File: config.mk
export PLATFORM = sky130hd
export DESIGN_NAME = frc_status_regs
export DESIGN_NICKNAME = d
export VERILOG_FILES = /design/src/inc/frc_pkg.sv /design/src/rtl/frc_fifo_track.sv /design/src/rtl/frc_status_regs.sv
export VERILOG_INCLUDE_DIRS = /design/src /design/src/inc
export SDC_FILE = /design/constraint.sdc
export NUM_CORES = 1
export LEC_CHECK = 0
export BUFFER_PORTS_ARGS = -buffer_cell sky130_fd_sc_hd__buf_2
export CORE_ASPECT_RATIO = 0.75
export CORE_MARGIN = 4
export CORE_UTILIZATION = 51
export DETAILED_ROUTE_END_ITERATION = 6
export GPL_TIMING_DRIVEN = 0
export HOLD_SLACK_MARGIN = 0.1
export PLACE_DENSITY = 0.86
export SKIP_LAST_GASP = 1
export SLEW_MARGIN = 20
export SYNTH_ARGS = -nofsm -noshare
export SYNTH_HDL_FRONTEND = slang
export SYNTH_SLANG_ARGS = --single-unit
File: constraint.sdc
create_clock -name sys_clk -period 3.65 [get_ports sys_clk]
set_input_delay 0.5475 -clock sys_clk [delete_from_list [all_inputs] [get_ports sys_clk]]
set_output_delay 0.5475 -clock sys_clk [all_outputs]
set_load 0.03 [all_outputs]
File: src/inc/frc_regs.svh
`ifndef FRC_REGS_SVH
`define FRC_REGS_SVH

// ----------------------------------------------------------------
// register offsets
// ----------------------------------------------------------------
`define FRC_ADDR_FIFO_COUNT   6'h1a
`define FRC_ADDR_FIFO_STATUS  6'h1b
`define FRC_ADDR_COLLISION    6'h1c
`define FRC_ADDR_TX_HIGH      6'h1d
`define FRC_ADDR_TX_LOW       6'h1e

// ----------------------------------------------------------------
// field positions
// ----------------------------------------------------------------
`define FRC_STAT_UNF_BIT      6
`define FRC_STAT_OVR_BIT      5
`define FRC_STAT_NCP_BIT      4
`define FRC_STAT_LB_MSB       3
`define FRC_STAT_LB_LSB       1
`define FRC_STAT_NP_BIT       0
`define FRC_COL_BYTE_MSB      7
`define FRC_COL_BYTE_LSB      4
`define FRC_COL_BIT_MSB       3
`define FRC_COL_BIT_LSB       1
`define FRC_COL_PAR_BIT       0
`define FRC_TXL_CNT_MSB       7
`define FRC_TXL_CNT_LSB       3
`define FRC_TXL_SPLIT_MSB     2
`define FRC_TXL_SPLIT_LSB     0

// ----------------------------------------------------------------
// reset values and sizes
// ----------------------------------------------------------------
`define FRC_RESET_BYTE        8'h00
`define FRC_FIFO_DEPTH        7'h60

`endif

File: src/inc/frc_pkg.sv
package frc_pkg;

    typedef logic [5:0]  frc_addr_t;
    typedef logic [6:0]  frc_count_t;
    typedef logic [12:0] frc_txcnt_t;

    typedef enum {
        FRC_SEL_NONE,
        FRC_SEL_FIFO_COUNT,
        FRC_SEL_FIFO_STATUS,
        FRC_SEL_COLLISION,
        FRC_SEL_TX_HIGH,
        FRC_SEL_TX_LOW
    } frc_sel_t;

endpackage

File: src/rtl/frc_fifo_track.sv
`timescale 1ns/1ps
`include "frc_regs.svh"

module frc_fifo_track
    import frc_pkg::*;
(
    input  wire logic       sys_clk,
    input  wire logic       sys_rst,
    input  wire logic       soft_clr,
    input  wire logic       push,
    input  wire logic       pop,
    output frc_count_t      count,
    output logic            ovr_evt,
    output logic            unf_evt
);

    frc_count_t count_q;
    frc_count_t count_d;

    // ----------------------------------------------------------------
    // occupancy
    // ----------------------------------------------------------------
    always_comb begin
        count_d = count_q;
        ovr_evt = push && (count_q == `FRC_FIFO_DEPTH) && !pop;
        unf_evt = pop && (count_q == 7'h00);
        if (soft_clr) begin
            count_d = 7'h00;
        end else if (push && !pop) begin
            // a byte arriving into a full buffer is dropped
            if (count_q != `FRC_FIFO_DEPTH) begin
                count_d = count_q + 7'h01;
            end
        end else if (pop && !push) begin
            if (count_q != 7'h00) begin
                count_d = count_q - 7'h01;
            end
        end else if (push && pop && count_q == 7'h00) begin
            // pop of an empty buffer misses the byte pushed alongside
            count_d = 7'h01;
        end
    end

    always_ff @(posedge sys_clk) begin
        if (sys_rst) begin
            count_q <= 7'h00;
        end else begin
            count_q <= count_d;
        end
    end

    assign count = count_q;

endmodule

File: src/rtl/frc_status_regs.sv
`timescale 1ns/1ps
`include "frc_regs.svh"

module frc_status_regs
    import frc_pkg::*;
(
    input  wire logic       sys_clk,
    input  wire logic       sys_rst,
    input  wire logic       set_default,
    input  wire logic       fifo_clear,
    input  wire logic       rx_push,
    input  wire logic       rx_push_partial,
    input  wire logic [2:0] rx_push_bits,
    input  wire logic       rx_push_no_parity,
    input  wire logic       host_fifo_pop,
    input  wire logic       rx_frame_start,
    input  wire logic       col_evt,
    input  wire logic       col_short_frame,
    input  wire logic [3:0] col_bytes,
    input  wire logic [2:0] col_bits,
    input  wire logic       col_on_parity,
    input  frc_addr_t       reg_addr,
    input  wire logic       reg_wr,
    input  wire logic       reg_rd,
    input  wire logic [7:0] reg_wdata,
    output logic [7:0]      reg_rdata,
    output frc_txcnt_t      tx_byte_count,
    output logic [2:0]      tx_split_bits,
    output frc_count_t      fifo_count,
    output logic            missing_parity_err
);

    // ----------------------------------------------------------------
    // decode
    // ----------------------------------------------------------------
    function automatic frc_sel_t decode(input frc_addr_t a);
        if (a == `FRC_ADDR_FIFO_COUNT) begin
            return FRC_SEL_FIFO_COUNT;
        end else if (a == `FRC_ADDR_FIFO_STATUS) begin
            return FRC_SEL_FIFO_STATUS;
        end else if (a == `FRC_ADDR_COLLISION) begin
            return FRC_SEL_COLLISION;
        end else if (a == `FRC_ADDR_TX_HIGH) begin
            return FRC_SEL_TX_HIGH;
        end else if (a == `FRC_ADDR_TX_LOW) begin
            return FRC_SEL_TX_LOW;
        end else begin
            return FRC_SEL_NONE;
        end
    endfunction

    frc_sel_t   sel;
    logic       clr_all;
    frc_count_t cnt;
    logic       ovr_evt;
    logic       unf_evt;

    assign sel     = decode(reg_addr);
    assign clr_all = set_default;

    frc_fifo_track u_track (
        .sys_clk  (sys_clk),
        .sys_rst  (sys_rst),
        .soft_clr (set_default || fifo_clear),
        .push     (rx_push),
        .pop      (host_fifo_pop),
        .count    (cnt),
        .ovr_evt  (ovr_evt),
        .unf_evt  (unf_evt)
    );

    // ----------------------------------------------------------------
    // fifo status
    // ----------------------------------------------------------------
    logic       unf_q, unf_d;
    logic       ovr_q, ovr_d;
    logic       ncp_q, ncp_d;
    logic [2:0] last_byte_valid_bits_q, last_byte_valid_bits_d;
    logic       missing_parity_flag_q, missing_parity_flag_d;
    logic       stat_rd;

    assign stat_rd = reg_rd && (sel == FRC_SEL_FIFO_STATUS);

    always_comb begin
        unf_d                  = unf_q;
        ovr_d                  = ovr_q;
        ncp_d                  = ncp_q;
        last_byte_valid_bits_d = last_byte_valid_bits_q;
        missing_parity_flag_d  = missing_parity_flag_q;
        // read and empty clears come first so a push in the same cycle wins
        if (stat_rd) begin
            ncp_d                  = 1'b0;
            last_byte_valid_bits_d = 3'h0;
            missing_parity_flag_d  = 1'b0;
        end
        if (cnt == 7'h00) begin
            ncp_d                  = 1'b0;
            last_byte_valid_bits_d = 3'h0;
        end
        if (rx_push) begin
            ncp_d                  = rx_push_partial;
            last_byte_valid_bits_d = rx_push_partial ? rx_push_bits : 3'h0;
            missing_parity_flag_d  = rx_push_no_parity;
        end
        // an error event in the cycle of a buffer clear must not be lost
        if (fifo_clear) begin
            unf_d = 1'b0;
            ovr_d = 1'b0;
        end
        if (unf_evt) begin
            unf_d = 1'b1;
        end
        if (ovr_evt) begin
            ovr_d = 1'b1;
        end
        if (clr_all) begin
            unf_d                  = 1'b0;
            ovr_d                  = 1'b0;
            ncp_d                  = 1'b0;
            last_byte_valid_bits_d = 3'h0;
            missing_parity_flag_d  = 1'b0;
        end
    end

    always_ff @(posedge sys_clk) begin
        if (sys_rst) begin
            unf_q                  <= 1'b0;
            ovr_q                  <= 1'b0;
            ncp_q                  <= 1'b0;
            last_byte_valid_bits_q <= 3'h0;
            missing_parity_flag_q  <= 1'b0;
        end else begin
            unf_q                  <= unf_d;
            ovr_q                  <= ovr_d;
            ncp_q                  <= ncp_d;
            last_byte_valid_bits_q <= last_byte_valid_bits_d;
            missing_parity_flag_q  <= missing_parity_flag_d;
        end
    end

    // ----------------------------------------------------------------
    // collision position
    // ----------------------------------------------------------------
    logic [7:0] col_q, col_d;
    logic       col_seen_q, col_seen_d;

    always_comb begin
        col_d      = col_q;
        col_seen_d = col_seen_q;
        if (rx_frame_start) begin
            col_seen_d = 1'b0;
        end
        // only the first collision of a short frame is kept
        if (col_evt && col_short_frame && !col_seen_q) begin
            col_d      = {col_bytes, col_bits, col_on_parity};
            col_seen_d = 1'b1;
        end else if (col_evt) begin
            col_seen_d = 1'b1;
        end
        if (clr_all) begin
            col_d      = `FRC_RESET_BYTE;
            col_seen_d = 1'b0;
        end
    end

    always_ff @(posedge sys_clk) begin
        if (sys_rst) begin
            col_q      <= `FRC_RESET_BYTE;
            col_seen_q <= 1'b0;
        end else begin
            col_q      <= col_d;
            col_seen_q <= col_seen_d;
        end
    end

    // ----------------------------------------------------------------
    // transmit count
    // ----------------------------------------------------------------
    logic [7:0] txh_q, txh_d;
    logic [7:0] txl_q, txl_d;

    always_comb begin
        txh_d = txh_q;
        txl_d = txl_q;
        if (reg_wr && sel == FRC_SEL_TX_HIGH) begin
            txh_d = reg_wdata;
        end
        if (reg_wr && sel == FRC_SEL_TX_LOW) begin
            txl_d = reg_wdata;
        end
        if (clr_all) begin
            txh_d = `FRC_RESET_BYTE;
            txl_d = `FRC_RESET_BYTE;
        end
    end

    always_ff @(posedge sys_clk) begin
        if (sys_rst) begin
            txh_q <= `FRC_RESET_BYTE;
            txl_q <= `FRC_RESET_BYTE;
        end else begin
            txh_q <= txh_d;
            txl_q <= txl_d;
        end
    end

    // thirteen bits cap the count at 8191 without a saturating check
    assign tx_byte_count = {txh_q, txl_q[`FRC_TXL_CNT_MSB:`FRC_TXL_CNT_LSB]};
    assign tx_split_bits = txl_q[`FRC_TXL_SPLIT_MSB:`FRC_TXL_SPLIT_LSB];

    // ----------------------------------------------------------------
    // read port
    // ----------------------------------------------------------------
    logic [7:0] rdata_q, rdata_d;

    always_comb begin
        rdata_d = rdata_q;
        if (reg_rd) begin
            case (sel)
                FRC_SEL_FIFO_COUNT:  rdata_d = {1'b0, cnt};
                FRC_SEL_FIFO_STATUS: rdata_d = {1'b0, unf_q, ovr_q, ncp_q,
                                                last_byte_valid_bits_q,
                                                missing_parity_flag_q};
                FRC_SEL_COLLISION:   rdata_d = col_q;
                FRC_SEL_TX_HIGH:     rdata_d = txh_q;
                FRC_SEL_TX_LOW:      rdata_d = txl_q;
                default:             rdata_d = 8'h00;
            endcase
        end
    end

    always_ff @(posedge sys_clk) begin
        if (sys_rst) begin
            rdata_q <= 8'h00;
        end else begin
            rdata_q <= rdata_d;
        end
    end

    assign reg_rdata          = rdata_q;
    assign fifo_count         = cnt;
    assign missing_parity_err = missing_parity_flag_q;
endmodule

==> qor_table.md <==
| Item | Reported | Unit |
|---|---|---|
| Synth async-reset ratio | 0 | % |
| Library cell with the largest summed area after synthesis | sky130_fd_sc_hd__dfxtp_1 | - |
| Clock network latency to the later pin of the worst-skew pair | 0.30 | ns |
| Final Cycle Share | 82.7 | % |
| Detailed-route wire length | 6880 | um |
| Area of the die | 0.00571 | mm^2 |
| Post-synth design cell area | 0.00232 | mm^2 |
| Number of buffers inserted to repair setup after CTS | 0 | - |
| Final Critical Period | 3.02 | ns |
| Share of the yosys chip area belonging to registers | 40.5 | % |
| Startpoint of the lowest-slack hold path | col_bits[2] | - |
| Post-synth EDFFs | 0 | - |
| Buffer depth of the longest clock path | 2 | - |
| Critical register-to-register path endpoint | u_track.count[3] | - |
| End point of the critical path | u_track.count[3] | - |
| Pin count of the biggest net entering global routing | 15 | - |
| Data required time at the worst endpoint | 3.89 | ns |
| Num CTS Buffers | 5 | - |
| Mapped Nets | 325 | - |
| Data arrival, critical path | 3.26 | ns |
| Nature of the critical path startpoint | register | - |
| Unrepaired setup endpoints after global routing | no | - |
| First-pass GRT wire length | 10,600 | um |
| Number of clock sinks | 47 | - |
| Post-layout worst setup margin | 0.632 | ns |
| CP startpoint | u_track.count[0] | - |
| Congestion Overflow GR | 0 | - |
| Starting density of the core | 55.0 | % |
| Global routing usage summed across all routing layers | 24.3 | % |
| CTS root buffer | sky130_fd_sc_hd__clkbuf_8 | - |
| IO Count | 70 | - |
| Starting DRT DRC Count | 339 | - |
| Synth warnings | 0 | - |
| Number of inserted diodes | 0 | - |
| Horizontal die dimension | 86.0 | um |
| Initial antenna violation count | 0 | - |
| Post-route ant nets | 0 | - |
| Nets | 399 | - |
| DR pass1 iterations | 5 | - |
| Clock Pin Slew Worst Setup and Hold Paths | 0.09 | ns |
| FF-to-FF setup slack | 0.63 | ns |
| Global placement routability congestion | 0.996 | - |
| Wire length per cell after detailed routing | 16.6 | um |
| Utilization of the core after routing | 67.6 | % |
| Source of the worst register-to-register timing path | u_track.count[0] | - |
| IO Port Bufs | 67 | - |
| Element type at the critical path end | register | - |
| Number of distinct library cells after synthesis | 44 | - |
| Proportion of layout cells with a drive suffix above 1 | 23.1 | % |
| Max-Cap Viols | 0 | - |
| Maximum fanout along the worst path | 10 | - |
| Core Footprint | 0.00423 | mm^2 |
| Number of cell rows | 20 | - |
| Total count of max-transition violations in the final report | 0 | - |
| Final clock skew | 0.00664 | ns |
| Worst-Margin Slew | 0.860 | ns |
| Largest cells by area after synthesis | sky130_fd_sc_hd__dfxtp_1 40%, sky130_fd_sc_hd__nand3_1 6.5%, sky130_fd_sc_hd__a21oi_1 5.6% | - |
| Layout-stage area growth over the synthesis result | 23.0 | % |
| Via total after detailed routing | 2,490 | - |
| CTS tree | yes | - |
| Worst slew margin relative to its limit | 42.6 | % |
| Commonest register cell after synthesis | sky130_fd_sc_hd__dfxtp_1 | - |
| Count of cells resized by post-cts repair | 0 | - |
| Hold violation total from the final report | 0 | - |
| Number of design rule violations left after detail routing | 0 | - |
| R2R depth | 10 | - |
| Path type of the worst setup path | reg -> reg | - |
| Max frequency | 331 | MHz |
| Hold buffers post-CTS | 0 | - |
| Per-instance average area after synthesis | 8.19 | um^2 |
| Y dimension of the die | 66.5 | um |
| Placement-stage worst setup slack | 0.715 | ns |
| Vias per std cell | 6.01 | - |
| Vias in the first global route | 2,146 | - |
| Setup tns final | 0 | ns |
| Final setup viols | 0 | - |
| Highest ir drop seen on vdd | 0.251 | mV |
| FF+latch count, synth | 47 | - |
| Post-synthesis cell count | 284 | - |
| Run status | finished clean | - |
| Detailed placement HPWL | 5200 | um |
| Kind of path behind the tightest hold check | in -> reg | - |
| Post-synth top area share | 40.5 | % |
| Deepest level of the CTS H-tree | 2 | - |
| Leak Pwr | 1.21 | nW |
| Power density relative to cell area | 363 | mW/mm^2 |
[worst min-delay path by stage]
| stage | depth (start not counted) | slack, ns | end |
|---|---|---|---|
| floorplan | 2 | 0.44 | col_seen_q |
| global placement | 2 | 0.46 | ovr_q |
| detailed placement | 2 | 0.46 | txh_q[7] |
| CTS | 3 | 0.47 | col_q[6] |
| global route | 3 | 0.47 | col_seen_q |
| finish | 3 | 0.47 | col_q[3] |
[power by group]
part           switching (mW)  internal (mW)
clock                   0.176          0.222
combinational          0.0706         0.0466
sequential            0.00517          0.518
total                   0.252          0.786
[Yosys cell counts (2+ instances only)]
cell	instances
sky130_fd_sc_hd__o21ai_0	5
sky130_fd_sc_hd__nand2b_1	5
sky130_fd_sc_hd__buf_2	2
sky130_fd_sc_hd__ha_1	3
sky130_fd_sc_hd__nand2_1	31
sky130_fd_sc_hd__nand3_1	30
sky130_fd_sc_hd__nor3_1	7
sky130_fd_sc_hd__or3_1	3
sky130_fd_sc_hd__mux2i_1	10
sky130_fd_sc_hd__o211ai_1	2
sky130_fd_sc_hd__a22oi_1	17
sky130_fd_sc_hd__inv_1	5
sky130_fd_sc_hd__clkbuf_1	18
sky130_fd_sc_hd__nand3b_1	2
sky130_fd_sc_hd__nor4b_1	3
sky130_fd_sc_hd__a2bb2o_1	2
sky130_fd_sc_hd__nor2b_1	3
sky130_fd_sc_hd__o22ai_1	2
sky130_fd_sc_hd__a22o_1	9
sky130_fd_sc_hd__nor2_1	23
sky130_fd_sc_hd__a211oi_1	3
sky130_fd_sc_hd__nor4_1	2
sky130_fd_sc_hd__dfxtp_1	47
sky130_fd_sc_hd__a21oi_1	26
sky130_fd_sc_hd__a211o_1	2
sky130_fd_sc_hd__a32oi_1	4
[flip-flops by register name, summed over array words and instances, names as in the netlist]
signal / cells
u_track.count: 7
missing_parity_err: 1
ncp_q: 1
reg_rdata: 8
txl_q: 8
col_q: 8
last_byte_valid_bits_q: 3
txh_q: 8
unf_q: 1
col_seen_q: 1
ovr_q: 1
[final cells by class]
type	instances	area, um^2
fillers	347	1370
clock buffers	6	82.6
multi-input cells	211	1290
well taps	55	68.8
clock inverters	2	35.0
repair buffers	67	335
plain buffers	21	88.8
flip-flops and latches	47	941
inverters	5	18.8
[worst max-delay path, stage by stage (launching register included)]
cell and delay [ns]:
sky130_fd_sc_hd__dfxtp_1 0.33, sky130_fd_sc_hd__clkbuf_1 0.21, sky130_fd_sc_hd__inv_1 0.22, sky130_fd_sc_hd__ha_1 0.17, sky130_fd_sc_hd__or4b_1 0.42, sky130_fd_sc_hd__buf_2 0.19
sky130_fd_sc_hd__o211a_1 0.22, sky130_fd_sc_hd__or4_1 0.50, sky130_fd_sc_hd__buf_2 0.20, sky130_fd_sc_hd__or3_1 0.37, sky130_fd_sc_hd__a21oi_1 0.12
[kinds of logic after synthesis]
family                     after synthesis  share of synthesized area (%)
AOI/OAI and AO/OA                       79                           23.4
adders and majority gates                3                           1.61
buffers and inverters                   26                           4.63
muxes                                   11                           4.79
and+or+nand+nor                        118                           25.1
DFF                                     47                           40.5
[layout by cell type (no fill, tap or decap), types with 3 or more instances in the layout]
cell type	synthesis	routed
sky130_fd_sc_hd__buf_2	2	69
sky130_fd_sc_hd__dfxtp_1	47	47
sky130_fd_sc_hd__nand2_1	31	31
sky130_fd_sc_hd__nand3_1	30	30
sky130_fd_sc_hd__a21oi_1	26	26
sky130_fd_sc_hd__nor2_1	23	23
sky130_fd_sc_hd__clkbuf_1	18	18
sky130_fd_sc_hd__a22oi_1	17	17
sky130_fd_sc_hd__mux2i_1	10	10
sky130_fd_sc_hd__a22o_1	9	9
sky130_fd_sc_hd__nor3_1	7	7
sky130_fd_sc_hd__clkbuf_8	0	6
sky130_fd_sc_hd__inv_1	5	5
sky130_fd_sc_hd__o21ai_0	5	5
sky130_fd_sc_hd__nand2b_1	5	5
sky130_fd_sc_hd__a32oi_1	4	4
sky130_fd_sc_hd__nor2b_1	3	3
sky130_fd_sc_hd__or3_1	3	3
sky130_fd_sc_hd__a211oi_1	3	3
sky130_fd_sc_hd__ha_1	3	3
[through the flow]
step | total power, mW | cells | area [um^2] | hold WS [ns]
2_1_floorplan | 0.603 | 284 | 2320 | 0.442
3_3_place_gp | 0.645 | 406 | 2730 | 0.457
3_5_place_dp | 0.649 | 406 | 2740 | 0.462
4_1_cts | 1.04 | 414 | 2860 | 0.470
5_1_grt | 1.08 | 414 | 2860 | 0.474
6_report | 1.04 | 414 | 2860 | 0.473
[metal layers]
layer / routed length, um / vias up / track usage, % / share of wire (%)
met3: 722 / 16 / 5.56 / 10
met2: 2880 / 145 / 35.5 / 42
li1: - / 1195 / - / -
met5: 0 / - / 0 / 0
met4: 148 / 0 / 8.70 / 2.1
met1: 3130 / 1134 / 34.7 / 45
Note: power is estimated with default switching activity, not from simulation.
